## src/hdl/ddr_params.svh

```systemverilog
// constants for the ddr sdram command and data model
`ifndef DDR_PARAMS_SVH
`define DDR_PARAMS_SVH
`define DDR_ROW_W        13
`define DDR_COL_W        10
`define DDR_DQ_W         8
`define DDR_BANKS        4
`define DDR_MEM_DEPTH    64
`define DDR_MEM_AW       6
`define DDR_FIFO_DEPTH   8
`define DDR_MR_BL_LSB    0
`define DDR_MR_BT_BIT    3
`define DDR_MR_CL_LSB    4
`define DDR_BL_2         3'h1
`define DDR_BL_4         3'h2
`define DDR_BL_8         3'h3
`define DDR_CL_2         3'h2
`define DDR_CL_25        3'h6
`define DDR_MR_RESET     13'h0022
`define DDR_AP_BIT       10
`endif

```

## src/hdl/ddr_pkg.sv

```systemverilog
// types shared by the ddr sdram model
package ddr_pkg;
   typedef enum logic [2:0] {
      DDR_CMD_NOP, DDR_CMD_ACT, DDR_CMD_RD, DDR_CMD_WR,
      DDR_CMD_BST, DDR_CMD_PRE, DDR_CMD_REF, DDR_CMD_MRS
   } ddr_cmd_e;
   typedef struct packed {
      logic        cs_n;
      logic        ras_n;
      logic        cas_n;
      logic        we_n;
      logic [1:0]  bank_select;
      logic [12:0] address_inputs;
   } ddr_cmd_s;
   typedef struct packed {
      logic [7:0] data;
      logic       write_data_mask;
   } ddr_beat_s;
endpackage

```

## src/hdl/ddr_fifo.sv

```systemverilog
// small flip-flop fifo with valid/ready on both sides
`timescale 1ns/10ps
module ddr_fifo #(
   parameter int WIDTH = 9,
   parameter int DEPTH = 8
) (
   input  wire logic             i_clock,   // core clock
   input  wire logic             i_rst_n,   // async reset
   input  wire logic             i_ce,      // clock enable
   input  wire logic             i_valid,   // push request
   output logic                  o_ready,   // not full
   input  wire logic [WIDTH-1:0] i_data,    // push data
   output logic                  o_valid,   // not empty
   input  wire logic             i_ready,   // pop accept
   output logic      [WIDTH-1:0] o_data     // head data
);
   localparam int AW = $clog2(DEPTH);
   logic [WIDTH-1:0] mem_q [DEPTH];
   logic [AW:0]      wp_q;
   logic [AW:0]      rp_q;
   wire push = i_valid && o_ready;
   wire pop  = o_valid && i_ready;
   assign o_ready = (wp_q - rp_q) != (AW+1)'(DEPTH);
   assign o_valid = wp_q != rp_q;
   assign o_data  = mem_q[rp_q[AW-1:0]];
   always_ff @(posedge i_clock or negedge i_rst_n) begin
      if (!i_rst_n) begin
         wp_q <= '0;
         rp_q <= '0;
      end else if (i_ce) begin
         if (push) wp_q <= wp_q + 1'b1;
         if (pop)  rp_q <= rp_q + 1'b1;
      end
   end
   always_ff @(posedge i_clock) begin
      if (i_ce && push) mem_q[wp_q[AW-1:0]] <= i_data;
   end
endmodule // ddr_fifo

```

## src/hdl/ddr_sdram.sv

```systemverilog
// ddr sdram device model: command decode, banks, mode register and ddr data
`timescale 1ns/10ps
`include "ddr_params.svh"
module ddr_sdram import ddr_pkg::*; #(
   parameter int MEM_AW = `DDR_MEM_AW
) (
   input  wire logic           i_clock,      // core clock, 100 MHz
   input  wire logic           i_rst_n,      // async reset, active low
   input  wire logic           i_ce,         // core clock enable
   input  wire logic           i_mclk,       // memory clock pin
   input  wire logic           i_cke,        // memory clock enable pin
   input  wire ddr_cmd_s       i_cmd,        // command and address pins
   input  wire logic [7:0]     i_dq,         // data pin inputs
   output logic      [7:0]     o_dq,         // data pin outputs
   output logic                o_dq_oe_n,    // data drive enable, low drives
   input  wire logic           i_dqs,        // strobe pin input
   output logic                o_dqs,        // strobe pin output
   output logic                o_dqs_oe_n,   // strobe drive enable, low drives
   input  wire logic           i_write_data_mask, // write mask pin
   output logic                o_wr_ready,   // write buffer has room
   output logic      [3:0]     o_bank_open,  // open row flags per bank
   output logic                o_power_down  // in power-down or self refresh
);
   localparam int DEPTH = 1 << MEM_AW;
   // pin synchronisers: three stages for clock, enable and strobe, two for command and data; an edge counts while stages 2 and 3 differ
   logic [2:0]  mclk_s_q, cke_s_q, dqs_s_q;
   ddr_cmd_s    cmd_s1_q, cmd_s2_q;
   logic [8:0]  wd_s1_q, wd_s2_q;
   always_ff @(posedge i_clock or negedge i_rst_n) begin
      if (!i_rst_n) begin
         mclk_s_q <= 3'h0;
         cke_s_q  <= 3'h0;
         dqs_s_q  <= 3'h0;
         cmd_s1_q <= '1;
         cmd_s2_q <= '1;
         wd_s1_q  <= 9'h000;
         wd_s2_q  <= 9'h000;
      end else if (i_ce) begin
         mclk_s_q <= {mclk_s_q[1:0], i_mclk};
         cke_s_q  <= {cke_s_q[1:0], i_cke};
         dqs_s_q  <= {dqs_s_q[1:0], i_dqs};
         cmd_s1_q <= i_cmd;
         cmd_s2_q <= cmd_s1_q;
         wd_s1_q  <= {i_dq, i_write_data_mask};
         wd_s2_q  <= wd_s1_q;
      end
   end
   wire mclk_rise = mclk_s_q[1] && !mclk_s_q[2];
   wire mclk_fall = !mclk_s_q[1] && mclk_s_q[2];
   wire dqs_edge  = dqs_s_q[1] != dqs_s_q[2];
   wire cke_now   = cke_s_q[2];
   // command decode; with chip select high everything decodes as no-op
   ddr_cmd_e cmd;
   always_comb begin
      cmd = DDR_CMD_NOP;
      if (!cmd_s2_q.cs_n) begin
         case ({cmd_s2_q.ras_n, cmd_s2_q.cas_n, cmd_s2_q.we_n})
            3'h3:    cmd = DDR_CMD_ACT;
            3'h5:    cmd = DDR_CMD_RD;
            3'h4:    cmd = DDR_CMD_WR;
            3'h6:    cmd = DDR_CMD_BST;
            3'h2:    cmd = DDR_CMD_PRE;
            3'h1:    cmd = DDR_CMD_REF;
            3'h0:    cmd = DDR_CMD_MRS;
            default: cmd = DDR_CMD_NOP;
         endcase
      end
   end
   // power-down gates the command receiver; strobe and data beats still reach the write fifo, which drains only when awake
   logic pd_q;
   wire  act = mclk_rise && !pd_q && cke_now;
   wire [1:0]  ba   = cmd_s2_q.bank_select;
   wire [12:0] addr = cmd_s2_q.address_inputs;
   always_ff @(posedge i_clock or negedge i_rst_n) begin
      if (!i_rst_n) pd_q <= 1'b1;
      else if (i_ce && mclk_rise) pd_q <= !cke_now;
   end
   // mode register
   logic [12:0] mr_q;
   always_ff @(posedge i_clock or negedge i_rst_n) begin
      if (!i_rst_n) mr_q <= `DDR_MR_RESET;
      else if (i_ce && act && cmd == DDR_CMD_MRS && ba == 2'h0) mr_q <= addr;
   end
   wire [2:0] bl_code = mr_q[`DDR_MR_BL_LSB +: 3];
   wire       interl  = mr_q[`DDR_MR_BT_BIT];
   wire       cl_half = mr_q[`DDR_MR_CL_LSB +: 3] == `DDR_CL_25;
   wire [3:0] bl = (bl_code == `DDR_BL_8) ? 4'h8 :
                   (bl_code == `DDR_BL_4) ? 4'h4 : 4'h2;
   // bank state; open rows kept per bank
   logic [3:0]  open_q;
   logic [12:0] row_q [4];
   logic        ap_q;
   logic [1:0]  ap_bank_q;
   logic        burst_done;
   genvar gb;
   for (gb = 0; gb < 4; gb++) begin : g_bank
      always_ff @(posedge i_clock or negedge i_rst_n) begin
         if (!i_rst_n) begin
            open_q[gb] <= 1'b0;
            row_q[gb]  <= 13'h0000;
         end else if (i_ce) begin
            if (act && cmd == DDR_CMD_ACT && ba == 2'(gb)) begin
               open_q[gb] <= 1'b1;
               row_q[gb]  <= addr;
            end else if (act && cmd == DDR_CMD_PRE &&
                         (addr[`DDR_AP_BIT] || ba == 2'(gb))) begin
               open_q[gb] <= 1'b0;
            end else if (burst_done && ap_q && ap_bank_q == 2'(gb)) begin
               open_q[gb] <= 1'b0;
            end
         end
      end
   end
   // burst engine
   typedef enum logic [1:0] {DDR_ST_IDLE, DDR_ST_LAT, DDR_ST_RD, DDR_ST_WR} ddr_st_e;
   ddr_st_e     st_q;
   logic [3:0]  beat_q;
   logic [3:0]  len_q;
   logic [2:0]  start_q;
   logic [MEM_AW-1:0] base_q;
   logic [2:0]  lat_q;
   logic        half_q;
   wire rw_cmd = act && (cmd == DDR_CMD_RD || cmd == DDR_CMD_WR);
   assign burst_done = (st_q == DDR_ST_RD || st_q == DDR_ST_WR) && beat_q == len_q;
   // burst order within the aligned block
   logic [2:0] ofs;
   always_comb begin
      logic [2:0] msk;
      msk = 3'(len_q - 4'h1);
      ofs = 3'h0;
      if (interl) ofs = (start_q ^ beat_q[2:0]) & msk;
      else        ofs = (start_q + beat_q[2:0]) & msk;
   end
   wire [MEM_AW-1:0] mem_idx = (base_q & ~MEM_AW'(len_q - 4'h1)) | MEM_AW'(ofs);
   always_ff @(posedge i_clock or negedge i_rst_n) begin
      if (!i_rst_n) begin
         st_q      <= DDR_ST_IDLE;
         beat_q    <= 4'h0;
         len_q     <= 4'h2;
         start_q   <= 3'h0;
         base_q    <= '0;
         lat_q     <= 3'h0;
         half_q    <= 1'b0;
         ap_q      <= 1'b0;
         ap_bank_q <= 2'h0;
      end else if (i_ce) begin
         if (rw_cmd && open_q[ba]) begin
            st_q      <= (cmd == DDR_CMD_RD) ? DDR_ST_LAT : DDR_ST_WR;
            beat_q    <= 4'h0;
            len_q     <= bl;
            start_q   <= addr[2:0] & 3'(bl - 4'h1);
            base_q    <= MEM_AW'({ba, addr[3:0]});
            lat_q     <= 3'h0;
            half_q    <= cl_half;
            ap_q      <= addr[`DDR_AP_BIT];
            ap_bank_q <= ba;
         end else begin
            case (st_q)
               DDR_ST_LAT: begin
                  // latency counted in memory clock edges: 2 rising, or 2 then a fall
                  if (mclk_rise) lat_q <= lat_q + 3'h1;
                  if ((!half_q && mclk_rise && lat_q == 3'h1) ||
                      (half_q && mclk_fall && lat_q == 3'h2)) st_q <= DDR_ST_RD;
               end
               DDR_ST_RD: begin
                  if (act && cmd == DDR_CMD_BST && !ap_q) st_q <= DDR_ST_IDLE;
                  else if (burst_done) st_q <= DDR_ST_IDLE;
                  else if (mclk_rise || mclk_fall) beat_q <= beat_q + 4'h1;
               end
               DDR_ST_WR: begin
                  if (burst_done) st_q <= DDR_ST_IDLE;
                  else if (dqs_edge) beat_q <= beat_q + 4'h1;
               end
               default: st_q <= DDR_ST_IDLE;
            endcase
         end
      end
   end
   // write beats pass through a fifo before the array
   logic       wf_valid;
   logic       wf_ready;
   ddr_beat_s  wf_out;
   logic [MEM_AW-1:0] widx_q [`DDR_FIFO_DEPTH];
   logic [2:0] wi_wp_q, wi_rp_q;
   wire wr_push = st_q == DDR_ST_WR && dqs_edge && !burst_done;
   ddr_fifo #(.WIDTH(9), .DEPTH(`DDR_FIFO_DEPTH)) u_wfifo (
      .i_clock (i_clock),
      .i_rst_n (i_rst_n),
      .i_ce    (i_ce),
      .i_valid (wr_push),
      .o_ready (wf_ready),
      .i_data  (wd_s2_q),
      .o_valid (wf_valid),
      .i_ready (!pd_q),
      .o_data  (wf_out)
   );
   always_ff @(posedge i_clock or negedge i_rst_n) begin
      if (!i_rst_n) begin
         wi_wp_q <= 3'h0;
         wi_rp_q <= 3'h0;
      end else if (i_ce) begin
         if (wr_push && wf_ready) wi_wp_q <= wi_wp_q + 3'h1;
         if (wf_valid && !pd_q)   wi_rp_q <= wi_rp_q + 3'h1;
      end
   end
   always_ff @(posedge i_clock) begin
      if (i_ce && wr_push && wf_ready) widx_q[wi_wp_q] <= mem_idx;
   end
   // storage array
   logic [7:0] mem_q [DEPTH];
   always_ff @(posedge i_clock) begin
      if (i_ce && wf_valid && !pd_q && !wf_out.write_data_mask)
         mem_q[widx_q[wi_rp_q]] <= wf_out.data;
   end
   // read output: data and strobe change together on memory clock edges
   logic drive_q;
   always_ff @(posedge i_clock or negedge i_rst_n) begin
      if (!i_rst_n) begin
         o_dq       <= 8'h00;
         o_dqs      <= 1'b0;
         o_dq_oe_n  <= 1'b1;
         o_dqs_oe_n <= 1'b1;
         drive_q    <= 1'b0;
      end else if (!cke_now && !drive_q) begin
         o_dq_oe_n  <= 1'b1;
         o_dqs_oe_n <= 1'b1;
      end else if (i_ce) begin
         drive_q    <= st_q == DDR_ST_RD && !burst_done;
         o_dq_oe_n  <= !(st_q == DDR_ST_RD && !burst_done);
         o_dqs_oe_n <= !(st_q == DDR_ST_RD && !burst_done);
         if (st_q == DDR_ST_RD && (mclk_rise || mclk_fall) && !burst_done) begin
            o_dq  <= mem_q[mem_idx];
            o_dqs <= ~beat_q[0];
         end else if (st_q != DDR_ST_RD) begin
            // the strobe holds between beats, so every beat is exactly one toggle
            o_dqs <= 1'b0;
         end
      end
   end
   always_ff @(posedge i_clock or negedge i_rst_n) begin
      if (!i_rst_n) begin
         o_wr_ready   <= 1'b0;
         o_bank_open  <= 4'h0;
         o_power_down <= 1'b1;
      end else if (i_ce) begin
         o_wr_ready   <= wf_ready;
         o_bank_open  <= open_q;
         o_power_down <= pd_q;
      end
   end
   // burst beat counters, read only by the checks below
   logic [3:0] rd_beats_q;
   logic [3:0] wr_beats_q;
   always_ff @(posedge i_clock or negedge i_rst_n) begin
      if (!i_rst_n) begin
         rd_beats_q <= 4'h0;
      end else if (i_ce) begin
         if (st_q != DDR_ST_RD || rw_cmd) begin
            rd_beats_q <= 4'h0;
         end else if ((mclk_rise || mclk_fall) && !burst_done) begin
            rd_beats_q <= rd_beats_q + 4'h1;
         end
      end
   end
   always_ff @(posedge i_clock or negedge i_rst_n) begin
      if (!i_rst_n) begin
         wr_beats_q <= 4'h0;
      end else if (i_ce) begin
         if (st_q != DDR_ST_WR || rw_cmd) begin
            wr_beats_q <= 4'h0;
         end else if (wr_push && wf_ready) begin
            wr_beats_q <= wr_beats_q + 4'h1;
         end
      end
   end
   // checks watch internal state; the bench only sees the pins
   AST_CS_IGNORE: assert property (@(posedge i_clock) disable iff (!i_rst_n)
      cmd_s2_q.cs_n |-> cmd == DDR_CMD_NOP)
      else $error("command decoded while deselected");
   AST_ACT_OPENS: assert property (@(posedge i_clock) disable iff (!i_rst_n)
      i_ce && act && cmd == DDR_CMD_ACT |=> open_q[$past(ba)])
      else $error("activate did not open bank");
   AST_PREALL: assert property (@(posedge i_clock) disable iff (!i_rst_n)
      i_ce && act && cmd == DDR_CMD_PRE && addr[`DDR_AP_BIT] |=> open_q == 4'h0)
      else $error("precharge all left a bank open");
   AST_PD_DECODE: assert property (@(posedge i_clock) disable iff (!i_rst_n)
      pd_q |-> !act)
      else $error("command taken in power-down");
   AST_RD_DRIVE: assert property (@(posedge i_clock) disable iff (!i_rst_n)
      !o_dqs_oe_n |-> $past(st_q) == DDR_ST_RD)
      else $error("strobe driven outside read");
   AST_BURST_LEN: assert property (@(posedge i_clock) disable iff (!i_rst_n)
      beat_q <= len_q)
      else $error("burst ran past its length");
   AST_MRS_LOAD: assert property (@(posedge i_clock) disable iff (!i_rst_n)
      i_ce && act && cmd == DDR_CMD_MRS && ba == 2'h0 |=> mr_q == $past(addr))
      else $error("mode register not loaded");
   AST_OUT_OFF: assert property (@(posedge i_clock) disable iff (!i_rst_n)
      !cke_now && !drive_q |=> o_dq_oe_n)
      else $error("data driven with clock enable low");
   AST_PRE_ONE: assert property (@(posedge i_clock) disable iff (!i_rst_n)
      i_ce && act && cmd == DDR_CMD_PRE && !addr[`DDR_AP_BIT] |=> !open_q[$past(ba)])
      else $error("single precharge left its bank open");
   AST_AP_CLOSE: assert property (@(posedge i_clock) disable iff (!i_rst_n)
      i_ce && burst_done && ap_q && !(act && cmd == DDR_CMD_ACT) |=> !open_q[$past(ap_bank_q)])
      else $error("auto precharge left the bank open");
   AST_RD_COUNT: assert property (@(posedge i_clock) disable iff (!i_rst_n)
      st_q == DDR_ST_RD && burst_done |-> rd_beats_q == len_q)
      else $error("read burst gave the wrong number of beats");
   AST_WR_COUNT: assert property (@(posedge i_clock) disable iff (!i_rst_n)
      st_q == DDR_ST_WR && burst_done |-> wr_beats_q == len_q)
      else $error("write burst stored the wrong number of beats");
   AST_DQS_TOGGLE: assert property (@(posedge i_clock) disable iff (!i_rst_n)
      i_ce && cke_now && st_q == DDR_ST_RD && (mclk_rise || mclk_fall) && !burst_done
         |=> o_dqs != $past(o_dqs))
      else $error("read beat without a strobe edge");
   AST_DQ_WITH_DQS: assert property (@(posedge i_clock) disable iff (!i_rst_n)
      !o_dq_oe_n && $changed(o_dq) |-> $changed(o_dqs))
      else $error("read data moved without the strobe");
   AST_OE_PAIR: assert property (@(posedge i_clock) disable iff (!i_rst_n)
      o_dq_oe_n == o_dqs_oe_n)
      else $error("data and strobe drive enables differ");
   AST_LAT_HALF: assert property (@(posedge i_clock) disable iff (!i_rst_n)
      i_ce && st_q == DDR_ST_LAT && half_q && !mclk_fall && !rw_cmd |=> st_q == DDR_ST_LAT)
      else $error("half-cycle latency left off a falling edge");
   AST_LAT_WHOLE: assert property (@(posedge i_clock) disable iff (!i_rst_n)
      i_ce && st_q == DDR_ST_LAT && !half_q && !mclk_rise && !rw_cmd |=> st_q == DDR_ST_LAT)
      else $error("whole-cycle latency left off a rising edge");
   AST_PD_FLAG: assert property (@(posedge i_clock) disable iff (!i_rst_n)
      i_ce |=> o_power_down == $past(pd_q))
      else $error("power-down flag does not follow state");
   AST_BANK_FLAG: assert property (@(posedge i_clock) disable iff (!i_rst_n)
      i_ce |=> o_bank_open == $past(open_q))
      else $error("open-row flags do not follow state");
   AST_MASK_KEEP: assert property (@(posedge i_clock) disable iff (!i_rst_n)
      i_ce && wf_valid && !pd_q && wf_out.write_data_mask
         |=> mem_q[$past(widx_q[wi_rp_q])] == $past(mem_q[widx_q[wi_rp_q]]))
      else $error("masked beat changed memory");
   AST_BL_LEGAL: assert property (@(posedge i_clock) disable iff (!i_rst_n)
      st_q != DDR_ST_IDLE |-> len_q == 4'h2 || len_q == 4'h4 || len_q == 4'h8)
      else $error("burst length outside 2, 4 and 8");
   COV_READ: cover property (@(posedge i_clock) st_q == DDR_ST_RD);
   COV_WRITE: cover property (@(posedge i_clock) wr_push);
   COV_AUTOPRE: cover property (@(posedge i_clock) burst_done && ap_q);
   COV_INTERLEAVED: cover property (@(posedge i_clock) st_q == DDR_ST_RD && interl);
   COV_MASKED: cover property (@(posedge i_clock) wr_push && wd_s2_q[0]);
endmodule // ddr_sdram

```

## config.mk

```make
export PLATFORM = sky130hd
export DESIGN_NAME = ddr_sdram
export DESIGN_NICKNAME = d
export VERILOG_FILES = /design/src/hdl/ddr_pkg.sv /design/src/hdl/ddr_fifo.sv /design/src/hdl/ddr_sdram.sv
export VERILOG_INCLUDE_DIRS = /design/src /design/src/hdl
export SDC_FILE = /design/constraint.sdc
export NUM_CORES = 1
export LEC_CHECK = 0
export BUFFER_PORTS_ARGS = -buffer_cell sky130_fd_sc_hd__buf_2
export CAP_MARGIN = 5
export CORE_MARGIN = 2
export CORE_UTILIZATION = 50
export CTS_CLUSTER_DIAMETER = 40
export DETAILED_ROUTE_END_ITERATION = 7
export PLACE_DENSITY_LB_ADDON = 0.12
export SLEW_MARGIN = 20
export SYNTH_ARGS = -nofsm -noshare
export SYNTH_HDL_FRONTEND = slang
export SYNTH_HIERARCHICAL = 1
export SYNTH_SLANG_ARGS = --single-unit
```

## constraint.sdc

```tcl
create_clock -name i_clock -period 3.2 [get_ports i_clock]
set_clock_uncertainty 0.05 [all_clocks]
set_input_delay 0.8 -clock i_clock [delete_from_list [all_inputs] [get_ports i_clock]]
set_output_delay 0.8 -clock i_clock [all_outputs]
set_load 0.02 [all_outputs]
```

Yosys cells after proc, flatten, opt, wreduce, memory -nomap -nowiden:

Memory sizes are Yosys's and may differ from the RTL's. A register that Yosys moved wholly into a read port is not among the register bits.
Cells that the tools add are included.

* $lt $le $gt $ge: 1
* eq/ne operators: 37
* muxes and demuxes: 45
* reductions and logical operators: 90
* div/mod/pow operators: 0
* bitwise operators: 9
* add/subtract/negate cells: 11
* multipliers: 0
* shifts and indexed selects: 0

Operator list (count)
* 1-bit logical AND: 46
* 4-bit two-way mux: 7
* 1-bit two-way mux: 23
* 3-bit by 2-bit equality test with 1-bit output, second input constant: 7
* 3-bit equality test, second input constant: 7
* 3-bit one-hot mux with 7 select lines: 1
* 3-bit two-way mux: 6
* 2-bit AND reduction: 9
* 3-bit nonzero test: 5
* 4-bit by 1-bit adder with 4-bit output, second input constant: 3
* 2-bit equality test, second input constant: 6
* 1-bit zero test: 11
* 2-bit two-way mux: 5
* 3-bit by 1-bit adder with 3-bit output, second input constant: 3
* 3-bit AND: 3
* 3-bit by 1-bit equality test with 1-bit output, second input constant: 3
* 3-bit by 2-bit != test with 1-bit output, second input constant: 3
* 3-bit AND reduction: 3
* 1-bit logical OR: 8
* 4-bit one-hot mux with 2 select lines: 1
* 2-bit nonzero test: 4
* 7-bit AND reduction: 1
* 6-bit AND: 1
* 2-bit by 1-bit equality test with 1-bit output, second input constant: 3
* 20 further kinds: 24

* bits in read-only memories: 0
* bits of input ports: 34
* output and inout bits: 17
* bits in writable memories: 632
* memories kept: 3
* flip-flop bits (word level): 122
* bits in latches: 0

Memory list
* mem_q: depth 64, width 8, read ports 1, clocked after Yosys merged registers in 1, wr ports 1, line ddr_sdram.sv:210 `logic [7:0] mem_q [DEPTH];`
* u_wfifo.mem_q: depth 8, width 9, read ports 1, clocked after Yosys merged registers in 0, wr ports 1, line ddr_fifo.sv:18 `logic [WIDTH-1:0] mem_q [DEPTH];`
* widx_q: depth 8, width 6, read ports 1, clocked after Yosys merged registers in 0, wr ports 1, line ddr_sdram.sv:183 `` logic [MEM_AW-1:0] widx_q [`DDR_FIFO_DEPTH]; ``

Longest topological paths before layout:

Gate-level depths: netlist of run 1.

* word-level depth: 9
* gate-level depth with buffers: 14
* depth with buffers taken out: 11

By module:

The synthesis of run 1 kept the hierarchy.

Modules (own cells, without submodules)
* ddr_sdram: cells an instance 1967, area an instance 30332.8 sq um, seq. area each 19661.4 sq um, instances 1
* ddr_fifo: cells an instance 180, area an instance 3316.9 sq um, seq. area each 2362.3 sq um, instances 1

Worst setup path before layout of run 1:

No wires, ideal clock.

* kind: register to register
* start point: register len_q[1]
* end point: register o_dq[6], read port of mem_q
* arrival: 2994 ps
* buffers on the path: 4
* clock period less this slack: 3177 ps
* cell stages (with the launch flop): 15
* required time: 3016 ps
* setup slack: 23 ps
* path through: dfstp_2 buf_4 clkinv_1 clkbuf_1 clkbuf_1 ha_1 xnor2_4 nand2_2 inv_2 buf_4 nand2_1 nor2_1 nand3_1 o211ai_1 o31ai_1

* longest elaborated chain between the ends: 5
* elaborated cells between the ends (all ways): 13

RTL lines
* from (decl): line ddr_sdram.sv:118 `logic [3:0] len_q;`
* from (signal assigned): line ddr_sdram.sv:150 `len_q <= bl;`
* parallel branches: the longest is 5 deep, another holds 3-bit by 1-bit subtractor with 3-bit output
* to (decl): line ddr_sdram.sv:14 `output logic [7:0] o_dq,`

Parallel ways; which one is timed is not known.
A chain may end at the register's enable or synchronous reset.

Worst setup path after layout of run 1:

* start point: register start_q[0]
* end point: register o_dq[1], read port of mem_q

* longest elaborated chain between the ends: 4
* elaborated cells between the ends (all ways): 6

RTL lines
* from (decl): line ddr_sdram.sv:119 `logic [2:0] start_q;`
* from (signal assigned): line ddr_sdram.sv:151 `start_q <= addr[2:0] & 3'(bl - 4'h1);`
* 3-bit adder or 3-bit XOR (tied branches): line ddr_sdram.sv:132, ddr_sdram.sv:131
* 3-bit AND (on tied branches): line ddr_sdram.sv:132, ddr_sdram.sv:131
* 3-bit two-way mux *: line ddr_sdram.sv:131 `if (interl) ofs = (start_q ^ beat_q[2:0]) & msk;`
* 6-bit by 3-bit bitwise OR with 6-bit output *: line ddr_sdram.sv:134 `wire [MEM_AW-1:0] mem_idx = (base_q & ~MEM_AW'(len_q - 4'h1)) | MEM_AW'(ofs);`

Mark *: on every way between the ends. The rest lies on a longest branch, timed or not.

==> flow_metrics.py, run 1 <==
metrics = {
    "sta": {
        "setup_viol": 8,
        "worst_slew_pin_slew_ns": 0.898,
        "rsz0062_at_grt": "yes",
        "slew_violations": 0,
        "setup_ws_ns": -0.136,
        "min_period_over_period_pct": 104,
        "fin_crit_ns": 3.34,
        "hold_viol": 0,
        "fmax_ghz": 0.300,
        "whs_ns": 0.104,
        "relSlewSlack_pct": 40.1,
        "setup_tns_ns": -0.526,
    },
    "hold_path": {
        "hold_path.class": "in -> async",
    },
    "yosys": {
        "ys_ff_latch": 752,
        "synth_warnings": 6,
        "seq_area_frac_synth_pct": 65.4,
        "ys_async_sr_fraction_pct": 16.0,
        "synth.distinct_cells": 83,
        "synth_edf_count": 632,
        "synth_top_area_cell": "edfxtp_1",
        "synthesis.nets": 2198,
        "synth_top_area_share_pct": 56.4,
        "syn_area_per_cell_sq_um": 15.7,
        "syn_inst": 2147,
        "synth_area_leaders": "edfxtp_1 (56%), mux4_2 (8.0%), dfrtp_1 (6.4%), mux2_2 (4.5%), mux2i_1 (4.2%)",
        "synth_ff_type": "edfxtp_1",
        "syn_area_sq_um": 33600,
    },
    "power": {
        "finalPower_w": 0.0301,
        "vdd_ir_drop_max_uv": 603,
        "pwr-share-seq_pct": 42.2,
        "p_switching_w": 0.00829,
        "leakagePower_nw": 13.8,
        "pwr-share-clk_pct": 41.0,
        "swShare_pct": 27.5,
        "p_int_w": 0.0218,
        "power_density_nw_per_um2": 740,
        "combinationalPowerShare_pct": 16.8,
    },
    "critical_path": {
        "crit_type": "reg -> reg",
        "reg2regPathDepth": 13,
        "crit_arrival_ns": 3.87,
        "worstPathRequired_ns": 3.73,
        "r2r-start": "start_q[0]",
        "startpoint": "start_q[0]",
        "cp-end-kind": "register",
        "critPathMaxFanout": 22,
        "cp-start-kind": "register",
    },
    "route": {
        "drt_first_iter_violations": 1606,
        "drt_drc_violations_left": 0,
        "finalWirelength_mm": 85.7,
        "vias": 20700,
        "wl_per_cell_um": 25.4,
        "drtPass1Iterations": 5,
        "vias_per_cell": 6.13,
        "postRouteAntennaNets": 0,
    },
    "grt": {
        "antenna_found_initial": 0,
        "grt_max_degree": 73,
        "grt_overflow": 0,
        "grt_pass1_vias": 21300,
        "grt_util_all_layers_pct": 24.7,
        "grt_pass1_wl_mm": 129,
    },
    "floorplan": {
        "core-area_sq_um": 66900,
        "die-width_um": 263,
        "std_cell_rows": 95,
        "start_util_pct": 50.3,
        "pin_count": 51,
        "die_y_um": 263,
        "die-area_sq_um": 69400,
    },
    "cts": {
        "htreeDepth": 3,
        "cts.sinks": 752,
        "clock_latency_ns": 0.66,
        "cts_buffers": 109,
        "clockRootBuffer": "clkbuf_16",
        "postCtsHoldBufs": 0,
        "cts_tree": "built",
        "ctsLongestPathBuffers": 3,
        "clk_pin_slew_worst_paths_ns": 0.06,
    },
    "place": {
        "routabilityCongestion": 0.801,
        "dp_hpwl_mm": 53.3,
        "portBuffers": 45,
        "dp_cells": 3153,
    },
    "outcome": {
        "violations": "negative setup slack",
        "outcome": "finished with violations",
    },
    "final_layout": {
        "final_cells": 3372,
        "multi_input_area_sq_um": 11200,
        "layout-drive-gt1-share_pct": 34.6,
        "fill_cells": 4952,
        "postLayoutCoreUtil_pct": 60.8,
        "nNetsFinal": 2453,
        "seq_area_sq_um": 22000,
        "syn_to_final_growth_pct": 21.0,
        "antenna_cells": 0,
    },
    "flow_run": {
        "drv_cap": 0,
    },
}
[per-stage QoR]
stage,worst slack (ns),instance area [sq um]
after floorplan,0.0226,33600
after global placement,-0.234,36400
after detailed placement,-0.244,36400
after CTS,-0.0624,40500
after global routing,-0.157,40700
final,-0.136,40700
[final timing paths]
kind / endpoint / slack [ns]
worst min register to register: half_q / 0.40
worst min-delay path: mr_q[4] / 0.10
min in group i_clock: cmd_s1_q[6] / 0.32
max in group asynchronous: o_dqs_oe_n / 2.21
worst max register to register: o_dq[1] / -0.14
worst max-delay path: o_dq[1] / -0.14
[kinds of logic (layout without fill, tap and decap cells)]
group,after synthesis,after routing,synth area share (%)
multiplexers,397,397,16.8
buffers and inverters,171,523,2.39
XOR/XNOR,21,21,0.643
flip-flops,752,752,65.4
AO/OA/AOI/OAI,353,353,7.88
AND/OR/NAND/NOR,436,436,6.23
adder cells (fa/ha/maj),17,17,0.654
[cell usage in the layout (no fill, tap or decap), drive strengths merged, types with 86 or more instances in the layout]
cell	instances
nor2	120
mux2	136
nand2	146
edfxtp	632
buf	279
clkbuf	127
mux4	119
dfrtp	86
nand3	87
mux2i	142
[Yosys cell counts, types with 15 or more instances]
cell,number
mux2i_1,142
buf_2,44
o211ai_1,24
a211oi_1,34
nand3_1,86
o31ai_1,24
a221oi_1,32
a211o_1,16
o21ai_0,65
a311oi_1,24
dfrtp_1,86
o22ai_1,18
buf_4,16
edfxtp_1,632
nand2_1,145
a32oi_1,15
a22oi_1,16
and3_1,19
nor2_1,117
mux4_2,119
ha_1,16
a21oi_1,20
dfstp_2,34
inv_1,28
mux2_2,135
clkbuf_1,61
[power by group through the flow]
stage / registers, W / logic, W / clock network [W]
final: 0.0127 / 0.00507 / 0.0123
after global routing: 0.0128 / 0.00541 / 0.0129
after CTS: 0.0127 / 0.00507 / 0.0125
after detailed placement: 0.0129 / 0.00501 / 0
after global placement: 0.0129 / 0.00488 / 0
after floorplan: 0.0129 / 0.00284 / 0
[layout make-up]
class / count / share of cell area, %
inverters: 35 / 0.323
clock buffers: 126 / 7.14
flip-flops and latches: 752 / 54.1
well taps: 873 / 2.68
clock inverters: 82 / 2.33
repair buffers: 280 / 5.91
multi-input cells: 1224 / 27.5
[critical path: stages, from the launching register on]
cell,delay (ns)
dfrtp_1,0.40
ha_4,0.15
inv_2,0.04
fa_2,0.63
or2_4,0.16
buf_12,0.17
buf_12,0.18
nand3_1,0.11
a311oi_2,0.29
a32oi_2,0.13
o211ai_1,0.54
o32ai_2,0.18
buf_4,0.17
o31ai_2,0.05
[sequential cells by signal, indices dropped and copies added, names as in the netlist, 4 cells and up]
| name | cells |
|---|---|
| mem_q | 512 |
| wd_s2_q | 9 |
| mr_q | 7 |
| u_wfifo/rp_q | 4 |
| beat_q | 4 |
| widx_q | 48 |
| wd_s1_q | 9 |
| u_wfifo/mem_q | 72 |
| o_dq | 8 |
| u_wfifo/wp_q | 4 |
| open_q | 4 |
| o_bank_open | 4 |
| cmd_s2_q | 4 |
| cmd_s1_q | 14 |
| addr | 8 |
[metal layers]
layer	up-vias	GRT usage (%)	share of wire [%]
met5	-	0	0
met4	0	9.53	3.2
met3	169	3.64	5.4
met2	674	41.7	50
met1	10700	32.5	41
li1	9161	-	-
[what timing repair did]
item | 4_1_cts | 5_1_grt
gates resized for setup | 42 | 28
setup buffers | 3 | 8
pin swaps | 11 | 17
endpoints found under the setup margin | 31 | 16
cloned | 1 | 1
No activity file was read; power rests on OpenSTA's default activity.
==> inputs of run 2 (changes only) <==
--- a/config.mk
+++ b/config.mk
@@ -13,8 +13,8 @@
 export CTS_CLUSTER_DIAMETER = 40
 export DETAILED_ROUTE_END_ITERATION = 7
 export PLACE_DENSITY_LB_ADDON = 0.12
+export SETUP_SLACK_MARGIN = 0.5
 export SLEW_MARGIN = 20
 export SYNTH_ARGS = -nofsm -noshare
 export SYNTH_HDL_FRONTEND = slang
-export SYNTH_HIERARCHICAL = 1
 export SYNTH_SLANG_ARGS = --single-unit
==> run 2 against run 1 <==
The run still ends with negative setup slack left. Total power grew 1.0%. Sequential power is essentially flat. Utilization grew 3.1 points. Final area grew 1.4%. Synthesized area shrank 2.8%. First-iteration DRC count grew 18%. Sequential cell count is the same.
==> flow_metrics.py, run 2 <==
metrics = {
    "outcome": {
        "outcome": "finished with violations",
        "violations": "negative setup slack",
    },
    "place": {
        "dp_hpwl_mm": 52.6,
        "portBuffers": 45,
        "routabilityCongestion": 0.868,
        "dp_cells": 3194,
        "postPlaceCellArea_sq_um": 35800,
    },
    "yosys": {
        "synth_warnings": 0,
        "synth_common_cells": "edfxtp_1 (632), nand2_1 (237), nor2_1 (164), a211oi_1 (96), mux4_2 (95)",
        "synth_mux_area_share_pct": 11.4,
        "syn_inst": 2218,
        "post-synth-top-count-cell": "edfxtp_1",
        "synth_edf_count": 632,
        "seq_area_frac_synth_pct": 67.4,
        "synthXorXnorAreaFrac_pct": 0.559,
        "synth_area_leaders": "edfxtp_1 (58%), dfrtp_1 (6.6%), mux4_2 (6.5%), dfstp_2 (2.7%), nand2_1 (2.7%)",
        "synth_compound_area_share_pct": 8.65,
        "synth.distinct_cells": 79,
        "syn_area_sq_um": 32700,
        "synth-simple-area-share_pct": 8.95,
        "ys_ff_latch": 752,
        "ys_async_sr_fraction_pct": 16.0,
        "synth_fa_ha_area_share_pct": 0.673,
        "synth_top_area_cell": "edfxtp_1",
        "synth_ff_type": "edfxtp_1",
        "synth_top_family_by_area": "multiplexers",
        "synthesis.nets": 2269,
        "synth_top_area_share_pct": 58.0,
        "syn_area_per_cell_sq_um": 14.7,
    },
    "cts": {
        "ctsLongestPathBuffers": 3,
        "cts_buffers": 104,
        "clk_pin_slew_worst_paths_ns": 0.05,
        "htreeDepth": 3,
        "cts.sinks": 752,
        "clock_latency_ns": 0.66,
        "cts_tree": "built",
        "clockRootBuffer": "clkbuf_16",
    },
    "grt": {
        "grt_max_degree": 68,
        "grt_overflow": 0,
        "antenna_found_initial": 0,
        "grt_pass1_vias": 21700,
        "grt_pass1_wl_mm": 129,
        "grt_util_all_layers_pct": 25.5,
    },
    "critical_path": {
        "worstPathRequired_ns": 3.69,
        "cp-endpoint": "o_dq[2]",
        "cp.depth": 13,
        "r2r_end": "o_dq[2]",
        "r2r-start": "beat_q[0]",
        "startpoint": "beat_q[0]",
        "reg2regPathDepth": 13,
        "cp-start-kind": "register",
        "path_delay_family": "compound AO/OA/AOI/OAI gates",
        "r2r_slack_ns": -0.19,
        "crit_slowest_cell": "fa_1",
        "crit_type": "reg -> reg",
        "path_common_cell": "buf_16",
        "critPathMaxFanout": 33,
        "cp-end-kind": "register",
        "crit_chain": "ha_4 -> inv_2 -> fa_1 -> or2_4 -> buf_12 -> nand2_8 -> buf_16 -> buf_16 -> mux2i_1 -> a2111oi_4 -> a211oi_2 -> o21ai_0 -> a31o_1",
        "crit_buf_inv": 4,
        "slowest_delay_ns": 0.43,
        "crit_arrival_ns": 3.88,
    },
    "route": {
        "vias": 21300,
        "postRouteAntennaNets": 0,
        "top_layer_used": "met4",
        "vias_per_cell": 6.17,
        "drt_drc_violations_left": 0,
        "drtPass1Iterations": 5,
        "finalWirelength_mm": 86.1,
        "drt_first_iter_violations": 1901,
        "wl_met1_mm": 33.8,
        "wl_met3_mm": 6.79,
        "wl_per_cell_um": 24.9,
        "route.met2.wl_mm": 42.4,
    },
    "sta": {
        "setup_ws_ns": -0.193,
        "rsz0062_at_grt": "yes",
        "relSlewSlack_pct": 45.9,
        "setup_viol": 7,
        "hold_viol": 0,
        "fmax_ghz": 0.295,
        "slew_violations": 0,
        "worst_slew_pin_slew_ns": 0.809,
        "fin_crit_ns": 3.39,
        "setup_tns_ns": -1.05,
        "whs_ns": 0.112,
        "min_period_over_period_pct": 106,
    },
    "final_layout": {
        "nNetsFinal": 2563,
        "syn_to_final_growth_pct": 26.2,
        "largest_register_ffs": 512,
        "stdcell_area_sq_um": 41300,
        "layout-drive-gt1-share_pct": 35.7,
        "antenna_cells": 0,
        "fill_cells": 4607,
        "layout_commonest_cell": "edfxtp_1",
        "final_cell_mix": "edfxtp_1 (632), nand2_1 (213), buf_4 (206)",
        "final_cells": 3457,
    },
    "hold_path": {
        "hold_path.class": "in -> async",
    },
    "power": {
        "leakagePower_nw": 14.6,
        "power_density_nw_per_um2": 738,
        "vdd_ir_drop_max_uv": 545,
        "finalPower_w": 0.0304,
    },
    "floorplan": {
        "start_util_pct": 50.6,
        "std_cell_rows": 93,
        "pin_count": 51,
        "core-area_sq_um": 64600,
        "die-area_sq_um": 67500,
        "die-width_um": 260,
        "die_y_um": 260,
    },
    "flow_run": {
        "drv_cap": 0,
    },
}
run 2: worst register-to-register path: cells and delay by family, from the launching register on:
| kind | cells | cell delay, ns |
|---|---|---|
| adders and majority gates | 2 | 0.60 |
| buffers and inverters | 4 | 0.62 |
| and+or+nand+nor | 2 | 0.42 |
| DFF | 1 | 0.41 |
| AOI/OAI and AO/OA | 4 | 0.77 |
| muxes | 1 | 0.42 |
run 2: report_power, final:
group | switching, W | internal (W)
Clock | 0.00453 | 0.00756
Sequential | 0.000271 | 0.0125
Combinational | 0.00367 | 0.00194
Total | 0.00847 | 0.0220
run 2: through the flow:
| step | setup slack, ns | util [%] |
|---|---|---|
| finish | -0.193 | 63.9 |
| floorplan | 0.210 | - |
| global placement | -0.422 | 55.4 |
| CTS | -0.182 | 62.9 |
| global route | -0.301 | 63.9 |
| detailed placement | -0.551 | 55.4 |
run 2: layout make-up:
cell class                      instances  area, sq um  area share, %
Clock inverter                         75         1010           2.44
Timing Repair Buffer                  330         3220           7.80
Clock buffer                          121         2730           6.61
Sequential cell                       752        22000           53.4
Tap cell                              855         1070           2.59
Multi-Input combinational cell       1297        11100           26.9
Inverter                               27          113          0.273
run 2: routing by layer:
layer / track usage (%) / vias to the layer above
li1: - / 9420
met1: 33.5 / 10800
met2: 42.3 / 922
met3: 4.04 / 167
met4: 11.1 / 0
met5: 0 / -
run 2: cells by family (layout without fill, tap and decap cells):
family,count (synthesis),after routing
flops,752,752
simple gates,623,623
fa+ha+maj,17,17
buf+inv,169,553
compound gates,393,393
mux,244,244
xor+xnor,20,20
run 2: what timing repair did:
action	4_1_cts	5_1_grt
pin swaps	42	49
gates resized for setup	147	79
cloned	5	5
endpoints found under the setup margin	605	531
hold buffers	0	0
setup buffers	43	14
run 2: worst min-delay path by stage:
stage / startpoint / to / slack, ns / cells after the start
after global routing: i_rst_n / dqs_s_q[2] / 0.14 / 1
final: i_rst_n / dqs_s_q[0] / 0.11 / 1
after global placement: drive_q / o_dqs_oe_n / 0.38 / 1
after detailed placement: mr_q[4] / half_q / 0.39 / 1
after CTS: i_rst_n / lat_q[1] / 0.11 / 1
after floorplan: drive_q / o_dqs_oe_n / 0.36 / 1
